**src/rtl/io_port_regs.svh**
```systemverilog
// widths, direction encoding and reset values of the io port block
// assumes inclusion from the package and the port module only
`ifndef IO_PORT_REGS_SVH
`define IO_PORT_REGS_SVH

// ----------------------------------------
// widths and reset values
// ----------------------------------------
`define PORT_WIDTH 8
`define LATCH_RESET 8'h00
// direction bit: 1 = input (buffer off), 0 = output
`define DIR_INPUT 1'b1
`define DIR_OUTPUT 1'b0
`define DIR_RESET 8'hFF
// shared analog group: 1 = analog input mode
`define ANALOG_RESET 8'hFF

`endif

```
**src/rtl/io_port_pkg.sv**
```systemverilog
// types shared by the io port block
// assumes io_port_regs.svh sits beside it
package io_port_pkg;
`include "io_port_regs.svh"

    // ----------------------------------------
    // cpu access kinds
    // ----------------------------------------
    typedef enum logic [1:0] {
        ACC_NONE  = 2'b00,
        ACC_WRITE = 2'b01,
        ACC_READ  = 2'b10,
        ACC_RMW   = 2'b11
    } access_e;

    typedef enum logic [1:0] {
        TGT_LATCH  = 2'b00,
        TGT_DIR    = 2'b01,
        TGT_ANALOG = 2'b10
    } target_e;

    typedef struct packed {
        access_e acc;
        target_e tgt;
        logic [`PORT_WIDTH-1:0] wdata;
    } cpu_req_s;

    typedef struct packed {
        logic valid;
        logic [`PORT_WIDTH-1:0] rdata;
    } cpu_rsp_s;

    typedef struct packed {
        logic [`PORT_WIDTH-1:0] out;
        logic [`PORT_WIDTH-1:0] oe;
    } pin_drive_s;

endpackage : io_port_pkg

```
**src/rtl/io_port_latch_logic.sv**
```systemverilog
// What this block does
// - output-mode write loads latch; buffer drives latch onto the pin
// - latch holds its value until the next write, in either mode
// - reset clears every output latch bit to zero
// - input-mode write updates latch, buffer stays off, pin unaffected
// - output-mode read returns the latch, not the pin
// - input-mode read returns the synchronised pin level
// - a plain read never changes the latch
// - output-mode rmw: operand from latch, result to latch and pin
// - input-mode rmw: operand from pin, result to latch, pin undriven
// - shared analog pins start in analog input mode after reset
//
// one 8-bit port: latch, direction, analog select and pin sampling
// assumes cpu requests on clk_i; pins arrive asynchronously
`timescale 1ns/1ps
`include "io_port_regs.svh"

module io_port_latch_logic
    import io_port_pkg::*;
#(
    parameter int WIDTH = `PORT_WIDTH
) (
    input wire logic clk_i,
    input wire logic rstn_i,
    input wire cpu_req_s req_i,
    input wire logic [WIDTH-1:0] pin_i,
    output cpu_rsp_s rsp_o,
    output pin_drive_s pin_o,
    output logic [WIDTH-1:0] analog_sel_o
);

    // ----------------------------------------
    // pin synchroniser
    // ----------------------------------------
    // one filter per pin; a read sees a pin change four edges after it
    logic [WIDTH-1:0] pin_level_q;

    for (genvar g = 0; g < WIDTH; g++) begin : g_pin
        pin_filter u_filter (
            .clk_i(clk_i),
            .rstn_i(rstn_i),
            .raw_i(pin_i[g]),
            .level_o(pin_level_q[g])
        );
    end

    // ----------------------------------------
    // state registers
    // ----------------------------------------
    logic [WIDTH-1:0] latch_q;
    logic [WIDTH-1:0] latch_d;
    logic [WIDTH-1:0] dir_q;
    logic [WIDTH-1:0] dir_d;
    logic [WIDTH-1:0] analog_q;
    logic [WIDTH-1:0] analog_d;
    logic [WIDTH-1:0] read_view;
    logic [WIDTH-1:0] rdata_d;
    logic wr_dir;
    logic wr_analog;
    logic rd_any;

    // ----------------------------------------
    // access decode
    // ----------------------------------------
    // rmw on a mode register writes it and still raises a read response; target code 3 selects nothing
    always_comb begin
        wr_dir = 1'b0;
        wr_analog = 1'b0;
        if (req_i.acc == ACC_WRITE || req_i.acc == ACC_RMW) begin
            wr_dir = (req_i.tgt == TGT_DIR);
            wr_analog = (req_i.tgt == TGT_ANALOG);
        end
    end

    always_comb begin
        rd_any = (req_i.acc == ACC_READ || req_i.acc == ACC_RMW);
    end

    // next mode values; the pin drive is registered from these so it
    // switches on the same edge as the mode registers
    always_comb begin
        dir_d = dir_q;
        if (wr_dir) begin
            dir_d = req_i.wdata;
        end
    end

    always_comb begin
        analog_d = analog_q;
        if (wr_analog) begin
            analog_d = req_i.wdata;
        end
    end

    // per-bit read view: latch for output pins, pin level for input pins
    always_comb begin
        for (int i = 0; i < WIDTH; i++) begin
            if (dir_q[i] == `DIR_OUTPUT) begin
                read_view[i] = latch_q[i];
            end else begin
                read_view[i] = pin_level_q[i];
            end
        end
    end

    // rmw: the cpu supplies the result in wdata; operand was the read view
    always_comb begin
        latch_d = latch_q;
        if (req_i.tgt == TGT_LATCH) begin
            unique case (req_i.acc)
                ACC_WRITE: latch_d = req_i.wdata;
                ACC_RMW: latch_d = req_i.wdata;
                ACC_READ: latch_d = latch_q;
                ACC_NONE: latch_d = latch_q;
            endcase
        end
    end

    always_ff @(posedge clk_i or negedge rstn_i) begin
        if (!rstn_i) begin
            latch_q <= `LATCH_RESET;
        end else begin
            latch_q <= latch_d[WIDTH-1:0];
        end
    end

    // software owns direction; alternate functions rely on it being set first
    always_ff @(posedge clk_i or negedge rstn_i) begin
        if (!rstn_i) begin
            dir_q <= `DIR_RESET;
        end else begin
            dir_q <= dir_d;
        end
    end

    always_ff @(posedge clk_i or negedge rstn_i) begin
        if (!rstn_i) begin
            analog_q <= `ANALOG_RESET;
        end else begin
            analog_q <= analog_d;
        end
    end

    // ----------------------------------------
    // outputs
    // ----------------------------------------
    // pin drive registered from the next state so it follows the latch
    // by the same edge; a pin in analog mode never drives
    always_ff @(posedge clk_i or negedge rstn_i) begin
        if (!rstn_i) begin
            pin_o <= '0;
        end else begin
            pin_o.out <= latch_d;
            pin_o.oe <= ~dir_d & ~analog_d;
        end
    end

    always_ff @(posedge clk_i or negedge rstn_i) begin
        if (!rstn_i) begin
            analog_sel_o <= `ANALOG_RESET;
        end else begin
            analog_sel_o <= analog_d;
        end
    end

    // read mux; an unused target code reads back the port view
    always_comb begin
        unique case (req_i.tgt)
            TGT_DIR: rdata_d = dir_q;
            TGT_ANALOG: rdata_d = analog_q;
            default: rdata_d = read_view;
        endcase
    end

    always_ff @(posedge clk_i or negedge rstn_i) begin
        if (!rstn_i) begin
            rsp_o <= '0;
        end else begin
            rsp_o.valid <= rd_any;
            rsp_o.rdata <= rdata_d;
        end
    end

endmodule : io_port_latch_logic

// ----------------------------------------
// per-pin input filter
// ----------------------------------------
// three flops against metastability; the level moves only once
// stages two and three agree, so a one-sample glitch is dropped
module pin_filter (
    input wire logic clk_i,
    input wire logic rstn_i,
    input wire logic raw_i,
    output logic level_o
);

    logic stage1_q;
    logic stage2_q;
    logic stage3_q;

    always_ff @(posedge clk_i or negedge rstn_i) begin
        if (!rstn_i) begin
            stage1_q <= 1'h0;
            stage2_q <= 1'h0;
            stage3_q <= 1'h0;
        end else begin
            stage1_q <= raw_i;
            stage2_q <= stage1_q;
            stage3_q <= stage2_q;
        end
    end

    always_ff @(posedge clk_i or negedge rstn_i) begin
        if (!rstn_i) begin
            level_o <= 1'h0;
        end else if (stage2_q == stage3_q) begin
            level_o <= stage3_q;
        end
    end

endmodule : pin_filter

```
**config.mk**
```make
export PLATFORM = sky130hd
export DESIGN_NAME = io_port_latch_logic
export DESIGN_NICKNAME = d
export VERILOG_FILES = /design/src/rtl/io_port_pkg.sv /design/src/rtl/io_port_latch_logic.sv
export VERILOG_INCLUDE_DIRS = /design/src /design/src/rtl
export SDC_FILE = /design/constraint.sdc
export NUM_CORES = 1
export LEC_CHECK = 0
export ABC_AREA = 1
export BUFFER_PORTS_ARGS = -buffer_cell sky130_fd_sc_hd__buf_2
export CAP_MARGIN = 25
export CORE_ASPECT_RATIO = 0.75
export CORE_MARGIN = 1.5
export CORE_UTILIZATION = 33
export CTS_BUF_LIST = sky130_fd_sc_hd__clkbuf_8
export DETAILED_ROUTE_END_ITERATION = 7
export GPL_TIMING_DRIVEN = 0
export PLACE_DENSITY_LB_ADDON = 0.1
export SETUP_SLACK_MARGIN = 0.3
export SLEW_MARGIN = 20
export SYNTH_ARGS = -nofsm -noshare
export SYNTH_HDL_FRONTEND = slang
export SYNTH_SLANG_ARGS = --single-unit
```
**constraint.sdc**
```tcl
create_clock -name clk_i -period 1 [get_ports clk_i]
set_input_delay 0.05 -clock clk_i [delete_from_list [all_inputs] [get_ports clk_i]]
set_output_delay 0.05 -clock clk_i [all_outputs]
set_load 0.02 [all_outputs]
```
### Yosys cells after proc, flatten, opt, wreduce, memory -nomap -nowiden

Cells that the tools add are included.

| cells by class | value |
|---|---|
| muxes and demuxes | 14 |
| equality and inequality tests | 13 |
| reduce and logical (&&, ||, !) cells | 7 |
| bitwise gates (word level) | 4 |

Operators with widths:

| cell | count |
|---|---|
| $mux 8 | 3 |
| $not 8->8 | 2 |
| $pmux 8 s2 | 1 |
| $mux 1 | 10 |
| $and 8x8->8 | 1 |
| $eq 1x1->1 | 8 |
| $eq 2x2->1 const B | 3 |
| $eq 2x1->1 const B | 2 |
| $logic_not 2->1 | 2 |
| $reduce_or 2->1 | 2 |
| $logic_or 1x1->1 | 2 |
| $reduce_and 2->1 | 1 |
| $not 1->1 | 1 |

| storage, ports and cells | value |
|---|---|
| word-level logic and storage cells | 76 |
| output and inout bits | 33 |
| flip-flop bits (word level) | 73 |
| input port bits | 22 |

### Depth between registers and ports, before layout

Gate-level depths: netlist (run 1).

| logic depth | value |
|---|---|
| word-level depth | 6 |
| mapped depth | 8 |
| depth with buffers taken out | 6 |

### Cells and area by module

Synthesis (run 1) repeated with hierarchy kept, for this count alone.

| second synthesis, totals | value |
|---|---|
| cells, all modules | 283 |
| area total of the unflattened synthesis | 2925.3 um^2 |

Modules (own cells, without submodules):

| module | area each (um^2) | seq. area each (um^2) | times used | cells an instance |
|---|---|---|---|---|
| io_port_latch_logic | 1994.4 | 1046.0 | 1 | 219 |
| pin_filter | 116.4 | 100.1 | 8 | 8 |

### Worst setup path after synthesis (run 1)

OpenSTA, ideal clock, no wires.

| timing | value |
|---|---|
| kind | input to register |
| start | input port req_i[8] (netlist name) |
| end | register rsp_o[0] (netlist name) |
| required time | 935 ps |
| cell stages on the path | 6 |
| library setup time | 65 ps |
| path slack | 137 ps |
| arrival | 798 ps |
| buffers on the path | 1 |
| cell sequence | inv_1 -> ha_1 -> buf_2 -> inv_1 -> nand3_1 -> nand2_1 |

| on the way | value |
|---|---|
| longest elaborated chain between the ends | 2 |
| elaborated cells on any way between the ends | 3 |
| those cells by class | eq/ne: 2; mux: 1 |

Ends and longest elaborated chain:

| item | RTL line | text |
|---|---|---|
| start: declaration | io_port_latch_logic.sv:25 | `input wire cpu_req_s req_i,` |
| $eq 2x2->1 / $eq 2x1->1 (equally long branches) | io_port_latch_logic.sv:168 | `unique case (req_i.tgt)` |
| $pmux 8 s2 (*) | io_port_latch_logic.sv:168 |  |
| net rdata_d[0] | io_port_latch_logic.sv:57 | `logic [WIDTH-1:0] rdata_d;` |
| end: declaration | io_port_latch_logic.sv:27 | `output cpu_rsp_s rsp_o,` |

Mark *: on every way through the listed nets, which the timed path passes. The rest lies on a longest branch.
A chain may end at the register's enable or synchronous reset.

### Final worst setup path (run 1)

| timing | value |
|---|---|
| start | register analog_sel_o[2] |
| end | output port analog_sel_o[2] |

RTL lines:

| item | RTL line | text |
|---|---|---|
| start: declaration | io_port_latch_logic.sv:29 | `output logic [WIDTH-1:0] analog_sel_o` |
| start signal: assignment | io_port_latch_logic.sv:160 | `` analog_sel_o <= `ANALOG_RESET; `` |
| start signal: assignment | io_port_latch_logic.sv:162 | `analog_sel_o <= analog_d;` |

No word-level cell between the ends.

==> flow_summary.json, run 1 <==
{
  "r2r-end": "pin_o[5]",
  "synthCells": 275,
  "grt_max_degree": 58,
  "cts_buffers": 9,
  "path_max_fanout": 3,
  "antenna_found_initial": 0,
  "fmax_mhz": 916.1,
  "irDropWorstVdd_v": 0.0009372,
  "r2r_start": "analog_sel_o[5]",
  "viasPerCell": 4.354,
  "slowest_delay_ns": 0.57,
  "finalHoldViolCount": 64,
  "dr_total_vias": 2077,
  "n_antenna_cell": 0,
  "cts_tree": "built",
  "rows": 28,
  "rsz0062_at_grt": "true",
  "pin_count": 55,
  "grt_usage": 0.1551,
  "yosysTopAreaCell": "dfrtp_1",
  "ys.warnings.count": 0,
  "synthToLayoutAreaGrowth_pct": 45.96,
  "die_area_sq_um": 9021,
  "cpMaxStageDelayCell": "dfstp_2",
  "htree_levels": 3,
  "startpoint_type": "register",
  "switchingPower_uw": 2293,
  "avgSynthCellArea_sq_um": 10.15,
  "endpoint": "analog_sel_o[2]",
  "yosysTopAreaCellShare": 0.5112,
  "violations": "hold timing, setup timing",
  "synth_fp_nets": 300,
  "endpoint_kind": "primary output",
  "routabilityCongestion": 0.7469,
  "final_layout_size_suffix_gt1_frac": 0.4409,
  "finalSetupViolCount": 8,
  "worstPathArrival_ns": 1.04,
  "place_area_sq_um": 3241,
  "fillers": 768,
  "port_buffers": 52,
  "path_delay_family": "flip-flops",
  "start_util": 0.3463,
  "crit_type": "reg2out",
  "reg2reg_depth": 5,
  "startpoint": "analog_sel_o[2]",
  "final_cell_mix": "nand2_1, dfrtp_1, buf_6",
  "final_cell_area_sq_um": 4073,
  "p_seq_frac": 0.448,
  "hp-class": "in2async",
  "insertion_delay_ns": 0.35,
  "final_common_cell": "nand2_1",
  "relSlewSlack": 0.7778,
  "fp.dieH_microns": 82.63,
  "power_density_nw_per_um2": 2006,
  "dr.pass1.iters": 4,
  "cp.depth": 1,
  "grt_pass1_wl_microns": 9880,
  "drt-total-wl_microns": 6244,
  "grt_overflow": 0,
  "layout.cells.non_filler": 477,
  "clkPwrFrac": 0.320,
  "clock-skew-final_ns": 0.005919,
  "r2r_setup_slack_ns": 0.02,
  "ant_nets": 0,
  "cts.sink_count": 73,
  "ys_seq_area_frac": 0.6619,
  "cp_num_buf_inv": 1,
  "intPower_uw": 5875,
  "swShare": 0.2807,
  "cp.required_ns": 0.95,
  "slew_viol_final": 0,
  "core_region_area_sq_um": 8058,
  "status": "finished, violations left",
  "drt_iter0_drc": 79,
  "ys_ff_latch": 73,
  "dp_hpwl_microns": 3928,
  "path_clk_slew_ns": 0.07,
  "yosys-top-cells-area": "dfrtp_1, dfstp_2, nand2_1, nand3_1, inv_1",
  "crit_chain": "buf_6",
  "worstMarginPinSlew_ns": 0.3322,
  "synth_cell_types": 17,
  "layout_setup_ws_ns": -0.09162,
  "clockRootBuffer": "clkbuf_8",
  "clockBufferDepth": 2,
  "post-route-drc-count": 0,
  "comb_power_share": 0.232,
  "finalCritPeriodShare": 1.092,
  "syn_area_sq_um": 2790,
  "power_leakage_uw": 0.001991,
  "whs_ns": -0.4400,
  "wl_per_cell_microns": 13.09,
  "period_needed_ns": 1.092,
  "drv_cap": 0,
  "nNetsFinal": 392,
  "grt_pass1_vias": 2016,
  "dpl.cell_count": 433,
  "dieWidth_microns": 109.2,
  "postCtsHoldBufs": 17
}
power groups by stage:
stage                     Combinational [uW]  Clock (uW)  Sequential, uW
after floorplan                          507           0            3930
after global placement                  1290           0            3640
after detailed placement                1320           0            3650
after CTS                               1800        2710            3650
after global routing                    2070        2810            3700
final                                   1900        2620            3660
flip-flops by register name, summed over array words and instances, names as in the netlist:
register,count
g_pin.u_filter.stage1_q,8
rsp_o,9
g_pin.u_filter.level_o,8
dir_q,8
g_pin.u_filter.stage3_q,8
pin_o,16
g_pin.u_filter.stage2_q,8
analog_sel_o,8
layer usage:
layer,global-route usage,part of all wire
met3,0.05573,0.049
met1,0.2084,0.50
met2,0.2281,0.44
met4,0.06234,0.013
met5,0,0
worst min-delay path by stage:
stage	end	slack [ns]
after detailed placement	rsp_o[6]	-0.06
final	rsp_o[6]	-0.44
after floorplan	g_pin[0].u_filter.level_o	-0.25
after CTS	rsp_o[6]	-0.45
after global routing	rsp_o[6]	-0.45
after global placement	rsp_o[8]	0.15
cells in the mapped netlist:
library cell	count
buf_2	1
nor2_2	2
dfrtp_1	57
clkbuf_1	1
nand2_4	2
inv_1	27
nand3_2	2
a21oi_2	8
ha_1	3
buf_4	2
dfstp_2	16
a21oi_1	8
nand2_1	96
nor2_1	22
buf_6	5
nand2_2	1
nand3_1	22
through the flow:
step | utilization | setup TNS [ns] | setup WS (ns) | power, uW
CTS | 0.4919 | -0.6903 | -0.1002 | 8161
global placement | 0.3984 | -38.11 | -0.5719 | 4938
global route | 0.5054 | -1.001 | -0.1397 | 8583
finish | 0.5054 | -0.5503 | -0.09162 | 8168
floorplan | - | 0 | 0.1457 | 4438
detailed placement | 0.4022 | -2.224 | -0.2022 | 4965
cells by family after synthesis:
kind of cell             after synthesis  synth area share
AO/OA/AOI/OAI                         16           0.03946
adder cells (fa/ha/maj)                3           0.01345
buffers and inverters                 36           0.06502
flip-flops                            73            0.6619
AND/OR/NAND/NOR                      147            0.2202
layout make-up:
type                    instances  area [sq um]  area share
well taps                     105         131.4     0.03226
clock inverters                 5         77.57     0.01905
flip-flops and latches         73          1847      0.4535
plain buffers                   9         91.34     0.02243
inverters                      27         106.4     0.02611
repair buffers                 81         787.0      0.1932
multi-input cells             166         880.8      0.2163
clock buffers                  11         151.4     0.03717
timing repair:
action / in CTS / in global routing
pin swaps: 10 / 18
resized for setup: 87 / 33
hold endpoints to repair: 93 / 64
endpoints found under the setup margin: 65 / 69
buffers inserted: 8 / 3
No activity file was read; power rests on OpenSTA's default activity.
==> inputs of run 2 (changes only) <==
- ABC_AREA: 1 -> unset
- CAP_MARGIN: 25 -> 20
==> run 2 against run 1 <==
The run still ends with hold timing, setup timing left. Register-to-register slack worse by 0.09 ns. Clock-buffer cell count shrank 2. Routed wire length up 5.6%. Critical path depth unchanged. Non-clock buffer count rose by 9. Sequential power grew 3%. Clock power decreased by 18%. Hold slack better by 0.037 ns. Critical path type unchanged.
==> flow_summary.json, run 2 <==
{
  "status": "finished, violations left",
  "violations": "hold timing, setup timing",
  "syn_area_sq_um": 2679,
  "place_ws_ns": -0.5950,
  "ys_ff_latch": 73,
  "core_region_area_sq_um": 7883,
  "port_buffers": 52,
  "cts_tree": "built",
  "grt_pass1_wl_microns": 10500,
  "endpoint_kind": "primary output",
  "drv_cap": 0,
  "largest_reg_flops": 16,
  "ys.warnings.count": 0,
  "final_layout_size_suffix_gt1_frac": 0.7026,
  "viasPerCell": 4.786,
  "grt_overflow": 0,
  "clockRootBuffer": "clkbuf_8",
  "synthTopCellsByCount": "dfrtp_1, mux2_2, dfstp_2",
  "power_density_nw_per_um2": 1923,
  "fp.dieH_microns": 81.03,
  "pin_count": 55,
  "crit_chain": "buf_6",
  "synth_edf_count": 0,
  "synth_cell_types": 22,
  "largest_registers": "pin_o (16), rsp_o (9)",
  "postCtsHoldBufs": 9,
  "dieWidth_microns": 107.0,
  "die_area_sq_um": 8673,
  "hp-class": "in2async",
  "clockBufferDepth": 2,
  "yosys-top-cells-area": "dfrtp_1, dfstp_2, mux2_2, maj3_1, a221o_1",
  "swShare": 0.2756,
  "start_util": 0.3398,
  "power_leakage_uw": 0.001931,
  "insertion_delay_ns": 0.34,
  "antenna_found_initial": 0,
  "yosysMostFrequentCell": "dfrtp_1",
  "post-route-util": 0.5403,
  "worstPathArrival_ns": 1.02,
  "intPower_uw": 5932,
  "grt_usage": 0.1678,
  "period_needed_ns": 1.073,
  "yosysTopAreaCellShare": 0.5325,
  "slew_viol_final": 0,
  "finalHoldViolCount": 69,
  "crit_type": "reg2out",
  "fillers": 654,
  "grt_pass1_vias": 1933,
  "drt-total-wl_microns": 6594,
  "synthArstFlopShare": 1.000,
  "final_cell_mix": "buf_6, dfrtp_1, mux2_4",
  "dp_hpwl_microns": 3975,
  "ys_seq_area_frac": 0.6894,
  "cts.sink_count": 73,
  "startpoint_type": "register",
  "routabilityCongestion": 0.7427,
  "dr_total_vias": 1790,
  "largest_register": "pin_o",
  "finalCritPeriodShare": 1.073,
  "rows": 28,
  "slowest_delay_ns": 0.56,
  "dr.pass1.iters": 4,
  "cpMaxStageDelayCell": "dfstp_2",
  "relSlewSlack": 0.7883,
  "n_antenna_cell": 0,
  "worstMarginPinSlew_ns": 0.3176,
  "grt_max_degree": 52,
  "rsz0062_at_grt": "true",
  "ant_nets": 0,
  "synth-main-ff-cell": "dfrtp_1",
  "path_delay_family": "flip-flops",
  "cts_buffers": 9,
  "irDropWorstVdd_v": 0.0008933,
  "drt_iter0_drc": 55,
  "cp_num_buf_inv": 1,
  "fmax_mhz": 931.7,
  "synthCells": 164,
  "whs_ns": -0.4029,
  "p_seq_frac": 0.459,
  "nNetsFinal": 289,
  "clock-skew-final_ns": 0.007961,
  "path_clk_slew_ns": 0.07,
  "finalSetupViolCount": 20,
  "layout_setup_ws_ns": -0.07335,
  "synthToLayoutAreaGrowth_pct": 58.99,
  "yosysTopAreaCell": "dfrtp_1",
  "cp.required_ns": 0.95,
  "wl_per_cell_microns": 17.63,
  "final_common_cell": "buf_6",
  "avgSynthCellArea_sq_um": 16.33,
  "htree_levels": 3,
  "comb_power_share": 0.279,
  "post-route-drc-count": 0,
  "clkPwrFrac": 0.261,
  "path_max_fanout": 3,
  "switchingPower_uw": 2257,
  "synth_fp_nets": 189
}
[run 2: final timing paths]
path | cells after the start | slack (ns) | end | startpoint
max | 1 | -0.07 | analog_sel_o[3] | analog_sel_o[3]
min | 1 | -0.40 | g_pin[5].u_filter.stage2_q | rstn_i
max reg2reg | 2 | -0.07 | rsp_o[3] | g_pin[3].u_filter.level_o
min reg2reg | 0 | 0.35 | g_pin[0].u_filter.stage2_q | g_pin[0].u_filter.stage1_q
max in group asynchronous | 2 | 0.80 | analog_sel_o[1] | rstn_i
min in group clk_i | 2 | -0.07 | pin_o[5] | req_i[5]
[run 2: power by group through the flow]
stage / Combinational [uW] / Clock (uW) / Sequential [uW]
CTS: 2230 / 2220 / 3760
finish: 2290 / 2140 / 3760
global route: 2420 / 2350 / 3820
global placement: 1510 / 0 / 3720
floorplan: 690 / 0 / 4030
detailed placement: 1550 / 0 / 3740
[run 2: layer usage]
metal | GRT usage | up-vias | share of wire
met2 | 0.2745 | 40 | 0.50
met3 | 0.05618 | 9 | 0.047
li1 | - | 805 | -
met4 | 0.04800 | 0 | 0.012
met1 | 0.2138 | 936 | 0.45
met5 | 0 | - | 0
[run 2: per-stage QoR]
stage	setup TNS, ns	area (sq um)	hold WS, ns	power, uW	std cells
global placement	-35.42	3302	0.1481	5222	321
CTS	-1.059	4203	-0.4145	8214	370
global route	-1.706	4259	-0.4070	8587	374
floorplan	-1.329	2910	-0.2456	4716	164
finish	-0.9298	4259	-0.4029	8189	374
detailed placement	-8.288	3332	-0.03300	5290	322
[run 2: kinds of logic (layout without fill, tap and decap cells)]
logic type	after synthesis	in the layout	synth area share
multiplexers	25	25	0.1070
adder cells (fa/ha/maj)	11	11	0.04391
AO/OA/AOI/OAI	33	33	0.1065
flip-flops	73	73	0.6894
buffers and inverters	12	117	0.02709
AND/OR/NAND/NOR	10	10	0.02616
[run 2: layout make-up]
type	instances	area (sq um)	area share
plain buffers	10	125.1	0.02938
clock buffers	9	123.9	0.02908
clock inverters	7	56.30	0.01322
inverters	2	32.53	0.007638
multi-input cells	79	1025	0.2406
flip-flops and latches	73	1857	0.4360
well taps	105	131.4	0.03085
repair buffers	89	908.4	0.2133
[run 2: repair_timing]
action | in CTS | in global routing
resized for setup | 100 | 6
buffers inserted | 21 | 4
pin swaps | 9 | 2
endpoints found under the hold margin | 89 | 72
endpoints found under the setup margin | 81 | 81
cloned | 2 | 0
==> inputs of run 3 (changes only) <==
- clock period: 1 -> 1.3 ns (I/O delays scaled with it)
==> run 3 against run 2 <==
The run now ends clean. Clock power about the same. Critical path depth unchanged. Core utilization decreased by 5.5 points. Global-route usage decreased by 2.3 points. Worst setup slack improved by 0.28 ns. Design area decreased by 10%. Hold slack improved by 0.55 ns. Register-to-register slack improved by 0.28 ns. Sequential share of layout area increased by 4.7 points. Combinational power decreased by 44%. Sequential cell count unchanged. Final cell count decreased by 2.7%.
==> flow_summary.json, run 3 (synthesis gave the netlist of run 2 again) <==
{
  "antenna_found_initial": 0,
  "finalSetupViolCount": 0,
  "layout.cells.non_filler": 364,
  "power_density_nw_per_um2": 1630,
  "endpoint_kind": "primary output",
  "clock-skew-final_ns": 0.008902,
  "path_clk_slew_ns": 0.08,
  "power_leakage_uw": 0.001696,
  "pin_count": 55,
  "n_antenna_cell": 0,
  "post-route-drc-count": 0,
  "drt-total-wl_microns": 5649,
  "viasPerCell": 4.646,
  "grt_overflow": 0,
  "irDropWorstVdd_v": 0.0007182,
  "die_area_sq_um": 8673,
  "port_buffers": 52,
  "status": "complete, no violations",
  "post-route-util": 0.4854,
  "slew_viol_final": 0,
  "routabilityCongestion": 0.7042,
  "final_layout_size_suffix_gt1_frac": 0.5753,
  "dieWidth_microns": 107.0,
  "clockBufferDepth": 2,
  "drt_iter0_drc": 35,
  "fmax_mhz": 918.5,
  "grt_pass1_wl_microns": 9128,
  "dr_total_vias": 1691,
  "cpMaxStageDelayCell": "dfstp_2",
  "synthToLayoutAreaGrowth_pct": 42.83,
  "comb_power_share": 0.205,
  "swShare": 0.2577,
  "fillers": 704,
  "cp.required_ns": 1.24,
  "largest_reg_flops": 16,
  "intPower_uw": 4630,
  "core_region_area_sq_um": 7883,
  "largest_register": "pin_o",
  "dr.pass1.iters": 4,
  "grt_usage": 0.1446,
  "finalHoldViolCount": 0,
  "period_needed_ns": 1.089,
  "largest_registers": "pin_o (16), rsp_o (9)",
  "start_util": 0.3398,
  "final_cell_mix": "dfrtp_1, buf_2, mux2_2",
  "path_delay_family": "flip-flops",
  "wl_per_cell_microns": 15.52,
  "grt_pass1_vias": 1677,
  "worstMarginPinSlew_ns": 0.5478,
  "p_total_uw": 6237,
  "finalCritPeriodShare": 0.8375,
  "path_max_fanout": 3,
  "relSlewSlack": 0.6339,
  "insertion_delay_ns": 0.34,
  "rows": 28,
  "htree_levels": 3,
  "cts_buffers": 9,
  "rsz0062_at_grt": "true",
  "final_common_cell": "dfrtp_1",
  "crit_type": "reg2out",
  "dp_hpwl_microns": 3656,
  "finalSetupTns_ns": 0,
  "clockRootBuffer": "clkbuf_8",
  "cp_num_buf_inv": 1,
  "cts.sink_count": 73,
  "ff_latch_area_sq_um": 1847,
  "p_seq_frac": 0.455,
  "crit_chain": "buf_6",
  "drv_cap": 0,
  "cts_tree": "built",
  "dpl.cell_count": 322,
  "grt_max_degree": 55,
  "multi_input_area_sq_um": 850.8,
  "switchingPower_uw": 1607,
  "cp.depth": 1,
  "slowest_delay_ns": 0.56,
  "ant_nets": 0,
  "layout_setup_ws_ns": 0.2113,
  "nNetsFinal": 279,
  "startpoint_type": "register",
  "reg2reg_depth": 2,
  "place_ws_ns": -0.2781,
  "worstPathArrival_ns": 1.02,
  "fp.dieH_microns": 81.03,
  "clkPwrFrac": 0.340,
  "hp-class": "in2async"
}
[run 3: worst paths after layout]
check | from | to | slack [ns]
setup / recovery | analog_sel_o[3] | analog_sel_o[3] | 0.21
hold / removal | rstn_i | g_pin[3].u_filter.level_o | 0.14
setup reg to reg | g_pin[3].u_filter.level_o | rsp_o[3] | 0.21
hold reg to reg | g_pin[0].u_filter.stage1_q | g_pin[0].u_filter.stage2_q | 0.35
max in group asynchronous | rstn_i | dir_q[5] | 0.55
min in group clk_i | req_i[10] | pin_o[0] | 0.20
[run 3: layout make-up]
cell class,instances,area share
timing repair buffer,79,0.1648
buffer,10,0.02551
clock buffer,10,0.03597
sequential,73,0.4827
inverter,2,0.006540
clock inverter,6,0.02780
multi-input combinational,79,0.2224
tap,105,0.03434
[run 3: power by group through the flow]
stage          logic [uW]  registers [uW]  clock network, uW
6_report             1280            2840               2120
5_1_grt              1390            2880               2300
4_1_cts              1230            2830               2200
3_5_place_dp         1070            2860                  0
3_3_place_gp         1060            2860                  0
2_1_floorplan         431            3080                  0
[run 3: metrics by stage]
| stage | hold slack [ns] | area [sq um] |
|---|---|---|
| finish | 0.1436 | 3826 |
| global route | 0.1526 | 3826 |
| CTS | 0.1407 | 3742 |
| detailed placement | -0.03163 | 3163 |
| global placement | 0.1675 | 3133 |
| floorplan | -0.2306 | 2741 |
[run 3: per-layer routing]
layer / GRT usage / wire [microns]
met5: 0 / 0
met4: 0.05600 / 76
met3: 0.04815 / 256
met2: 0.2108 / 2447
met1: 0.1994 / 2868
[run 3: what timing repair did]
| action | 4_1_cts | 5_1_grt |
|---|---|---|
| buffers inserted | 7 | 1 |
| endpoints found under the hold margin | 84 | 0 |
| setup endpoints to repair | 24 | 35 |
| pin swaps | 1 | 1 |
| hold buffers | 18 | 0 |
| gates resized for setup | 30 | 21 |
